==> src/core/isa_bridge_pkg.sv <==
// constants, register map and types for the isa cycle bridge
package isa_bridge_pkg;
    // ==========================================
    // apb register offsets
    localparam logic [11:0] timing_ofs = 12'h000;
    localparam logic [11:0] clkdiv_ofs = 12'h004;
    localparam logic [11:0] status_ofs = 12'h008;
    // ==========================================
    // timing register fields
    localparam int cd_io_pos = 0;
    localparam int cd_m8_pos = 2;
    localparam int cd_m16_pos = 4;
    localparam int ws8_pos = 8;
    localparam int ws16_pos = 10;
    localparam int ahold_pos = 12;
    // ==========================================
    // reset values
    localparam logic [1:0] cd_io_rst = 2'h1;
    localparam logic [1:0] cd_m8_rst = 2'h1;
    localparam logic [1:0] cd_m16_rst = 2'h0;
    localparam logic [1:0] ws8_rst = 2'h2;
    localparam logic [1:0] ws16_rst = 2'h1;
    localparam logic ahold_rst = 1'b0;
    // half bus clock = clk_hz / (2 * 8 MHz), rounded up, for 200 MHz
    localparam int clk_mhz = 200;
    localparam int isa_mhz = 8;
    localparam logic [7:0] half_div_rst = 8'((clk_mhz + 2 * isa_mhz - 1) / (2 * isa_mhz));
    localparam logic [1:0] ws8_base = 2'h2;
    // ==========================================
    // cycle state machine
    typedef enum logic [2:0] {
        st_idle = 3'b000,
        st_ale = 3'b001,
        st_cmd = 3'b011,
        st_end = 3'b010,
        st_hold = 3'b110
    } isa_state_t;
    // cycle destination
    typedef enum logic [2:0] {
        dst_none = 3'h0,
        dst_cache = 3'h1,
        dst_dram = 3'h2,
        dst_vl = 3'h3,
        dst_rom = 3'h4,
        dst_isa = 3'h5
    } dest_t;
endpackage

==> src/core/isa_bus_cycle_bridge.sv <==
// local bus to isa bridge: claim priority, isa cycle timing and alternate master steering
`timescale 1ns/100ps
module isa_bus_cycle_bridge (
    // apb
    input wire logic pclk,
    input wire logic presetn,
    input wire logic psel,
    input wire logic penable,
    input wire logic pwrite,
    input wire logic [11:0] paddr,
    input wire logic [31:0] pwdata,
    output logic [31:0] prdata,
    output logic pready,
    output logic pslverr,
    // local bus cycle
    input wire logic lb_start,
    input wire logic lb_mem,
    input wire logic lb_write,
    input wire logic lb_16bit,
    input wire logic lb_io_internal,
    input wire logic cache_hit,
    input wire logic dram_hit,
    input wire logic ldev_n,
    input wire logic rom_hit,
    input wire logic [7:0] lb_data_hi,
    output logic [2:0] dest,
    output logic lb_rdy,
    output logic boot_rom_select_n,
    output logic isa_data_block,
    // dram / peripheral shared lines
    input wire logic [7:0] dram_addr_in,
    input wire logic [7:0] mux_addr_in,
    output logic [7:0] dram_mux_addr_2_to_9,
    output logic dram_mux_addr_oe_n,
    output logic [7:0] periph_data_upper_byte,
    // isa bus
    input wire logic iochrdy,
    input wire logic zero_ws_n,
    input wire logic dma_master_grant_n,
    input wire logic alt_target_local,
    input wire logic alt_sbhe_n,
    input wire logic alt_a0,
    input wire logic alt_cmd_n,
    output logic isa_side_clock,
    output logic ale,
    output logic isa_cmd_n,
    output logic isa_cmd_oe_n,
    output logic byte_swap,
    output logic xd_buf_en_n,
    output logic xd_buf_dir,
    output logic lb_ctrl_oe_n,
    output logic lb_ads_n
);
    // ==========================================
    // state
    typedef struct packed {
        logic [1:0] cd_io;
        logic [1:0] cd_m8;
        logic [1:0] cd_m16;
        logic [1:0] ws8;
        logic [1:0] ws16;
        logic ahold;
        logic [7:0] half_div;
        logic [7:0] div_cnt;
        logic bclk;
        logic [2:0] rdy_s;
        logic [2:0] zws_s;
        logic [2:0] gnt_s;
        logic [2:0] acmd_s;
        isa_bridge_pkg::isa_state_t st;
        logic [3:0] half_cnt;
        logic [3:0] cmd_start;
        logic [3:0] cmd_end;
        logic is_io;
        logic is_8bit;
        logic cmd;
        isa_bridge_pkg::dest_t dst;
        logic rdy;
        logic [7:0] xd_hi;
        logic [31:0] rdata;
        logic busy;
    } state_t;
    state_t r_r, r_nxt;
    logic half_tick;
    logic [1:0] cd_sel;
    logic [3:0] ws_total;
    logic alt_active;
    // ==========================================
    // wait state count to half clocks
    function automatic logic [3:0] waits_to_half(input logic [3:0] w);
        waits_to_half = 4'((w + 4'h2) << 1);
    endfunction
    // ==========================================
    // register offset decode
    function automatic logic is_mapped(input logic [11:0] a);
        is_mapped = (a == isa_bridge_pkg::timing_ofs) || (a == isa_bridge_pkg::clkdiv_ofs) ||
            (a == isa_bridge_pkg::status_ofs);
    endfunction
    // ==========================================
    // next state
    always_comb begin
        r_nxt = r_r;
        half_tick = (r_r.div_cnt == 8'h00);
        alt_active = ~r_r.gnt_s[2];
        cd_sel = r_r.is_io ? r_r.cd_io : (r_r.is_8bit ? r_r.cd_m8 : r_r.cd_m16);
        if (r_r.is_8bit) begin
            ws_total = {2'h0, r_r.ws8} + {2'h0, isa_bridge_pkg::ws8_base};
        end else begin
            ws_total = {2'h0, r_r.ws16};
        end
        // ==========================================
        // synchronisers
        r_nxt.rdy_s = {r_r.rdy_s[1], r_r.rdy_s[0], iochrdy};
        r_nxt.zws_s = {r_r.zws_s[1], r_r.zws_s[0], zero_ws_n};
        r_nxt.gnt_s = {r_r.gnt_s[1], r_r.gnt_s[0], dma_master_grant_n};
        r_nxt.acmd_s = {r_r.acmd_s[1], r_r.acmd_s[0], alt_cmd_n};
        // ==========================================
        // isa clock divider
        if (half_tick) begin
            r_nxt.div_cnt = 8'(r_r.half_div - 8'h01);
            r_nxt.bclk = ~r_r.bclk;
        end else begin
            r_nxt.div_cnt = 8'(r_r.div_cnt - 8'h01);
        end
        r_nxt.rdy = 1'b0;
        // ==========================================
        // claim priority
        if (lb_start && !r_r.busy && !alt_active) begin
            r_nxt.busy = 1'b1;
            if (cache_hit) begin
                r_nxt.dst = isa_bridge_pkg::dst_cache;
            end else if (dram_hit && lb_mem) begin
                r_nxt.dst = isa_bridge_pkg::dst_dram;
            end else if (!ldev_n) begin
                r_nxt.dst = isa_bridge_pkg::dst_vl;
            end else if (rom_hit && lb_mem) begin
                r_nxt.dst = isa_bridge_pkg::dst_rom;
            end else begin
                r_nxt.dst = isa_bridge_pkg::dst_isa;
                r_nxt.is_io = ~lb_mem;
                r_nxt.is_8bit = ~lb_16bit;
            end
        end
        if (r_r.busy && r_r.dst != isa_bridge_pkg::dst_isa) begin
            r_nxt.busy = 1'b0;
            r_nxt.dst = isa_bridge_pkg::dst_none;
        end
        // ==========================================
        // isa cycle, counted in half bus clocks, one per bus clock edge
        case (r_r.st)
            isa_bridge_pkg::st_idle: begin
                if (r_r.busy && r_r.dst == isa_bridge_pkg::dst_isa && half_tick && !r_r.bclk) begin
                    r_nxt.st = isa_bridge_pkg::st_ale;
                    r_nxt.half_cnt = 4'h0;
                    if (lb_write) begin
                        r_nxt.xd_hi = lb_data_hi;
                    end
                end
            end
            isa_bridge_pkg::st_ale: begin
                if (half_tick) begin
                    r_nxt.st = isa_bridge_pkg::st_cmd;
                    r_nxt.half_cnt = 4'h1;
                    r_nxt.cmd_start = {2'h0, cd_sel};
                    r_nxt.cmd_end = waits_to_half(ws_total) - 4'h2;
                end
            end
            isa_bridge_pkg::st_cmd: begin
                r_nxt.cmd = (r_r.half_cnt >= r_r.cmd_start + 4'h1);
                if (half_tick) begin
                    if (!r_r.zws_s[2] && r_r.bclk) begin
                        r_nxt.st = isa_bridge_pkg::st_end;
                    end else if (r_r.half_cnt >= r_r.cmd_end) begin
                        if (r_r.rdy_s[2]) begin
                            r_nxt.st = isa_bridge_pkg::st_end;
                        end
                    end else begin
                        r_nxt.half_cnt = 4'(r_r.half_cnt + 4'h1);
                    end
                end
            end
            isa_bridge_pkg::st_end: begin
                r_nxt.cmd = 1'b0;
                if (r_r.ahold) begin
                    r_nxt.st = isa_bridge_pkg::st_hold;
                end else begin
                    r_nxt.st = isa_bridge_pkg::st_idle;
                    r_nxt.rdy = 1'b1;
                    r_nxt.busy = 1'b0;
                    r_nxt.dst = isa_bridge_pkg::dst_none;
                end
            end
            isa_bridge_pkg::st_hold: begin
                r_nxt.st = isa_bridge_pkg::st_idle;
                r_nxt.rdy = 1'b1;
                r_nxt.busy = 1'b0;
                r_nxt.dst = isa_bridge_pkg::dst_none;
            end
            default: begin
                r_nxt.st = isa_bridge_pkg::st_idle;
            end
        endcase
        if (r_r.st == isa_bridge_pkg::st_cmd && !lb_write && !lb_io_internal) begin
            r_nxt.xd_hi = mux_addr_in;
        end
        // ==========================================
        // apb
        r_nxt.rdata = 32'h0000_0000;
        if (psel && !penable && !pwrite) begin
            case (paddr)
                isa_bridge_pkg::timing_ofs: begin
                    r_nxt.rdata = {19'h0, r_r.ahold, r_r.ws16, r_r.ws8, 2'h0, r_r.cd_m16, r_r.cd_m8, r_r.cd_io};
                end
                isa_bridge_pkg::clkdiv_ofs: begin
                    r_nxt.rdata = {24'h0, r_r.half_div};
                end
                isa_bridge_pkg::status_ofs: begin
                    r_nxt.rdata = {24'h0, alt_active, r_r.busy, r_r.dst, r_r.st};
                end
                default: begin
                    r_nxt.rdata = 32'h0000_0000;
                end
            endcase
        end
        if (psel && penable && pwrite) begin
            if (paddr == isa_bridge_pkg::timing_ofs) begin
                r_nxt.cd_io = pwdata[isa_bridge_pkg::cd_io_pos +: 2];
                r_nxt.cd_m8 = pwdata[isa_bridge_pkg::cd_m8_pos +: 2];
                r_nxt.cd_m16 = pwdata[isa_bridge_pkg::cd_m16_pos +: 2];
                r_nxt.ws8 = pwdata[isa_bridge_pkg::ws8_pos +: 2];
                r_nxt.ws16 = pwdata[isa_bridge_pkg::ws16_pos +: 2];
                r_nxt.ahold = pwdata[isa_bridge_pkg::ahold_pos];
            end else if (paddr == isa_bridge_pkg::clkdiv_ofs && pwdata[7:0] != 8'h00) begin
                r_nxt.half_div = pwdata[7:0];
            end
        end
    end
    // ==========================================
    // registers
    always_ff @(posedge pclk or negedge presetn) begin
        if (!presetn) begin
            r_r <= '0;
            r_r.cd_io <= isa_bridge_pkg::cd_io_rst;
            r_r.cd_m8 <= isa_bridge_pkg::cd_m8_rst;
            r_r.cd_m16 <= isa_bridge_pkg::cd_m16_rst;
            r_r.ws8 <= isa_bridge_pkg::ws8_rst;
            r_r.ws16 <= isa_bridge_pkg::ws16_rst;
            r_r.ahold <= isa_bridge_pkg::ahold_rst;
            r_r.half_div <= isa_bridge_pkg::half_div_rst;
            r_r.rdy_s <= 3'h7;
            r_r.zws_s <= 3'h7;
            r_r.gnt_s <= 3'h7;
            r_r.acmd_s <= 3'h7;
        end else begin
            r_r <= r_nxt;
        end
    end
    // ==========================================
    // outputs
    always_comb begin
        // ==========================================
        // apb
        prdata = r_r.rdata;
        pready = 1'b1;
        pslverr = psel && penable && !is_mapped(paddr);
        // ==========================================
        // local bus
        dest = r_r.dst;
        lb_rdy = r_r.rdy;
        boot_rom_select_n = ~(r_r.dst == isa_bridge_pkg::dst_rom);
        isa_data_block = r_r.is_io && lb_io_internal && r_r.dst == isa_bridge_pkg::dst_isa;
        // ==========================================
        // isa bus
        isa_side_clock = r_r.bclk;
        ale = (r_r.st == isa_bridge_pkg::st_ale);
        isa_cmd_n = ~r_r.cmd;
        isa_cmd_oe_n = alt_active;
        // ==========================================
        // alternate master steering
        lb_ctrl_oe_n = ~alt_active;
        lb_ads_n = ~(alt_active && alt_target_local && !r_r.acmd_s[2]);
        byte_swap = alt_active && !alt_target_local && alt_a0 && !alt_sbhe_n;
        xd_buf_en_n = ~((alt_active && !r_r.acmd_s[2]) || r_r.st == isa_bridge_pkg::st_cmd);
        xd_buf_dir = alt_active ? alt_target_local : lb_write;
        // ==========================================
        // shared lines: peripheral byte during isa cycles, dram address otherwise
        dram_mux_addr_oe_n = 1'b0;
        dram_mux_addr_2_to_9 = (r_r.st != isa_bridge_pkg::st_idle) ? r_r.xd_hi : dram_addr_in;
        periph_data_upper_byte = r_r.xd_hi;
    end
endmodule

==> config.mk <==
export PLATFORM = sky130hd
export DESIGN_NAME = isa_bus_cycle_bridge
export DESIGN_NICKNAME = d
export VERILOG_FILES = /design/src/core/isa_bridge_pkg.sv /design/src/core/isa_bus_cycle_bridge.sv
export SDC_FILE = /design/constraint.sdc
export NUM_CORES = 1
export LEC_CHECK = 0
export BUFFER_PORTS_ARGS = -buffer_cell sky130_fd_sc_hd__buf_2
export CAP_MARGIN = 40
export CORE_UTILIZATION = 30
export DETAILED_ROUTE_END_ITERATION = 8
export GPL_TIMING_DRIVEN = 0
export SLEW_MARGIN = 20
export SYNTH_ARGS = -nofsm -noshare
export SYNTH_HDL_FRONTEND = slang
export SYNTH_SLANG_ARGS = --single-unit
==> constraint.sdc <==
create_clock -name pclk -period 6.3 [get_ports pclk]
set_input_delay 0.945 -clock pclk [delete_from_list [all_inputs] [get_ports pclk]]
set_output_delay 0.945 -clock pclk [all_outputs]
set_load 0.005 [all_outputs]
### Word level (Yosys, flattened, before mapping)

Index checks and enable logic that the tools add are counted.

* register bits: 101
* input port bits: 89

* add/sub/neg operators: 7
* order comparisons: 2
* eq/ne operators: 16
* mux-type cells: 36
* bitwise gates (word level): 12
* reductions and logical operators: 56

Operator list (count)
* $mux W8: 6
* $pmux W13 S3: 1
* $mux W3: 10
* $logic_and A1 B1 Y1: 25
* $sub A8 B1 Y8 const B: 2
* $mux W15: 1
* $mux W7: 2
* $mux W13: 1
* $eq A12 B3 Y1 const B: 1
* $eq A12 B4 Y1 const B: 1
* $logic_not A12 Y1: 1
* $mux W4: 3
* $not A1 Y1: 12
* $pmux W3 S4: 1
* $pmux W4 S3: 1
* $logic_not A1 Y1: 11
* $reduce_and A5 Y1: 2
* $eq A3 B3 Y1 const B: 3
* $ne A3 B3 Y1 const B: 3
* $logic_not A8 Y1: 1
* $ne A2 B2 Y1 const B: 4
* $pmux W4 S2: 1
* $reduce_bool A2 Y1: 4
* $reduce_bool A8 Y1: 1
* other kinds (19): 31

### Longest topological paths before layout

* word-level depth: 9
* depth in mapped cells: 8
* gate-level depth less buffers: 8

### Worst setup path before layout

No wires, ideal clock.

* path type: input port to output port
* from: input paddr[7]
* to: output pslverr
* arrival time: 1.875 ns
* slack: 3.480 ns
* cell stages on the path: 3
* cells stage by stage: or4_1 -> nor4_2 -> a21oi_1

* cells in the longest elaborated chain, start to end: 5
* elaborated cells on any way between the ends: 7

Ends and longest elaborated chain
* from (decl): line isa_bus_cycle_bridge.sv:10 `input wire logic [11:0] paddr,`
* $eq A12 B3 Y1 / $logic_not A12 Y1 (equally long branches): line isa_bus_cycle_bridge.sv:96 `is_mapped = (a == isa_bridge_pkg::timing_ofs) || (a == isa_bridge_pkg::clkdiv_ofs) ||`
* $logic_or A1 B1 Y1: line isa_bus_cycle_bridge.sv:96
* $logic_or A1 B1 Y1 *: line isa_bus_cycle_bridge.sv:96
* $logic_not A1 Y1 *: line isa_bus_cycle_bridge.sv:265 `pslverr = psel && penable && !is_mapped(paddr);`
* $logic_and A1 B1 Y1 *: line isa_bus_cycle_bridge.sv:265
* to (decl): line isa_bus_cycle_bridge.sv:14 `output logic pslverr,`

Mark *: on every way between the ends. The rest lies on a longest branch, timed or not.

### Worst setup path after layout

Same ends and word-level chain as after synthesis.

==> results.yml <==
outcome:
  status: "complete, no violations"
pwr:
  leakage_nw: 2.750
  p_sw_share_pct: 24.38
  power_frac_clock_pct: 43.9
  p_seq_share_pct: 45.9
  p_total_w: 0.001239
  pwr-share-comb_pct: 10.2
  internal_power_w: 0.0009369
  power_density_nw_per_um2: 226.2
  power.switching_w: 0.0003020
  ir_worst_vdd_mv: 0.1018
timing:
  maxSlewHeadroom_pct: 43.90
  report.final.hold_viol_count: 0
  totalNegativeSetupSlack_ns: 0
  drv_slew: 0
  fin_crit_sh_pct: 49.52
  rsz0062_at_grt: "no"
  min_period_ns: 3.120
  fin_hold_ws_ns: 0.3565
  fmax_mhz: 320.5
  tightestPinTransition_ns: 0.8203
  clock_skew_ns: 0.008378
  setup-violations-final: 0
worst_hold_path:
  min_path_type: "flop to flop"
  hold_path_depth: 0
routing:
  drt-pass1-iter-count: 4
  first_iter_violations: 138
  vias: 3362
  ant_nets: 0
  wl_um: 9995
  wl_per_cell_um: 13.51
  drcViolationCount: 0
  viasPerCell: 4.543
floorplan:
  start_util_pct: 30.77
  core_area_um2: 13880
  fp.dieH_um: 121.3
  num_rows: 43
  die-area_um2: 14720
  pin_count: 155
  chipWidth_um: 121.3
clocking:
  post_cts.repair.setup_buffers: 0
  clock-sinks: 81
  numCtsBuffers: 9
  cts_tree: "built"
  ctsLongestPathBuffers: 2
  clockRootBuffer: "clkbuf_16"
  clkLatencyLatePin_ns: 0.34
  ctsHtreeMaxLevel: 3
  hold_buffers: 0
  cts_resized: 0
  clk_pin_slew_worst_paths_ns: 0.06
yosys:
  avgSynthCellArea_um2: 10.44
  netlist_area_um2: 4272
  synth-edff-count: 0
  ys_types: 55
  ys_seq_elements: 81
  yosysWarnings: 0
  synthFlopType: "dfrtp_1"
  syn_inst: 409
  yosysSeqAreaShare_pct: 48.01
  async_reset_ff_share_pct: 100.0
critical_path:
  end_kind: "output port"
  worstPathArrival_ns: 2.18
  rr_worst_depth: 8
  worstPathRequired_ns: 5.35
  path_max_fanout: 3
  crit_type: "input port to output port"
  start_kind: "input port"
placed_design:
  placed_area_um2: 5165
  port_buffers: 114
  place_hpwl_um: 7758
  gp_congestion: 0.8024
grt:
  overflow: 0
  grt_pass1_vias: 3224
  antenna_found_initial: 0
  grt_pass1_wl_um: 15930
  grt_max_degree: 44
  grt_usage_pct: 14.03
finish:
  drive_gt1_share_pct: 42.86
  layout_commonest_cell: "buf_2"
  area_growth_pct: 28.21
  nNetsFinal: 654
  final_cell_area_um2: 5477
  nFillCells: 1394
  antenna_cells: 0
  seqCellArea_um2: 2051
  multi_input_comb_area_um2: 1847
  layout_common_cells: "buf_2, dfrtp_1, nor2_1, buf_4"
job:
  cap_violations: 0
flip-flops by register name, summed over array words and instances (netlist names):
name,flops
periph_data_upper_byte,8
isa_side_clock,1
lb_rdy,1
dest,3
lb_ctrl_oe_n,1
prdata,13
r_r,46
r_nxt,8
layout make-up:
class                   instances  area share, %
plain buffers                  54          7.037
clock buffers                  10          4.364
clock inverters                 6          1.325
inverters                      16          1.097
multi-input cells             277          33.72
flip-flops and latches         81          37.45
well taps                     180          4.112
repair buffers                116          10.90
kinds of logic (layout without fill, tap and decap cells):
logic type,count (synthesis),after routing,synth area share (%)
AO/OA/AOI/OAI,66,66,9.168
XOR/XNOR,6,6,1.230
adder cells (fa/ha/maj),10,10,2.929
buffers and inverters,70,202,10.43
flip-flops,81,81,48.01
multiplexers,50,50,12.62
other,2,21,0.1758
AND/OR/NAND/NOR,124,124,15.44
cell usage after synthesis, drive strengths merged (2+ instances only):
| cell | n | area [um^2] |
|---|---|---|
| a211oi | 2 | 15.01 |
| a21o | 3 | 22.52 |
| a21oi | 31 | 155.2 |
| a22oi | 2 | 15.01 |
| and2 | 5 | 31.28 |
| and3 | 2 | 12.51 |
| buf | 51 | 374.1 |
| clkbuf | 3 | 11.26 |
| conb | 2 | 7.510 |
| dfrtp | 62 | 1551 |
| dfstp | 19 | 499.2 |
| ha | 10 | 125.1 |
| inv | 16 | 60.06 |
| mux2 | 31 | 349.1 |
| mux2i | 19 | 190.2 |
| nand2 | 21 | 78.83 |
| nand2b | 5 | 31.28 |
| nand3 | 3 | 15.01 |
| nand3b | 4 | 33.78 |
| nor2 | 48 | 182.7 |
| nor2b | 5 | 31.28 |
| nor3 | 6 | 41.29 |
| nor3b | 3 | 27.52 |
| nor4 | 4 | 31.28 |
| o21ai | 17 | 85.08 |
| o22ai | 2 | 12.51 |
| o31ai | 3 | 36.28 |
| or2 | 2 | 12.52 |
| or2b | 2 | 15.01 |
| or3b | 3 | 28.78 |
| or4 | 6 | 45.04 |
| xnor2 | 2 | 17.52 |
| xor2 | 4 | 35.03 |
path summary, 6_finish.rpt:
kind	startpoint	end	slack (ns)
max	paddr[7]	pslverr	3.18
min	r_nxt[67]	r_nxt[68]	0.36
max reg2reg	r_r[79]	r_r[82]	3.68
min reg2reg	r_nxt[67]	r_nxt[68]	0.36
max in group asynchronous	presetn	r_r[71]	5.06
min in group asynchronous	presetn	r_r[90]	0.57
per-stage QoR:
stage | utilization [%] | worst slack, ns | cells
2_1_floorplan | - | 3.480 | 428
3_3_place_gp | 37.02 | 3.244 | 722
3_5_place_dp | 37.21 | 3.202 | 724
4_1_cts | 39.45 | 3.200 | 740
5_1_grt | 39.45 | 3.137 | 740
6_report | 39.45 | 3.180 | 740
layer usage:
metal | routed length (um) | global-route usage [%]
met3 | 494 | 3.242
met1 | 4198 | 16.89
met5 | 0 | 0
met2 | 5030 | 23.44
met4 | 272 | 6.867
power by group through the flow:
stage	sequential [W]	clock, W	combinational (W)
floorplan	0.000570	0	0.0000707
global placement	0.000576	0	0.000123
detailed placement	0.000577	0	0.000128
CTS	0.000568	0.000555	0.000129
global route	0.000571	0.000580	0.000142
finish	0.000568	0.000543	0.000127
critical path: stages:
cell,delay (ns)
buf_2,0.10
or4_1,0.53
nor4_2,0.34
a21oi_1,0.12
buf_2,0.15
Note: power is estimated with default switching activity, not from simulation.
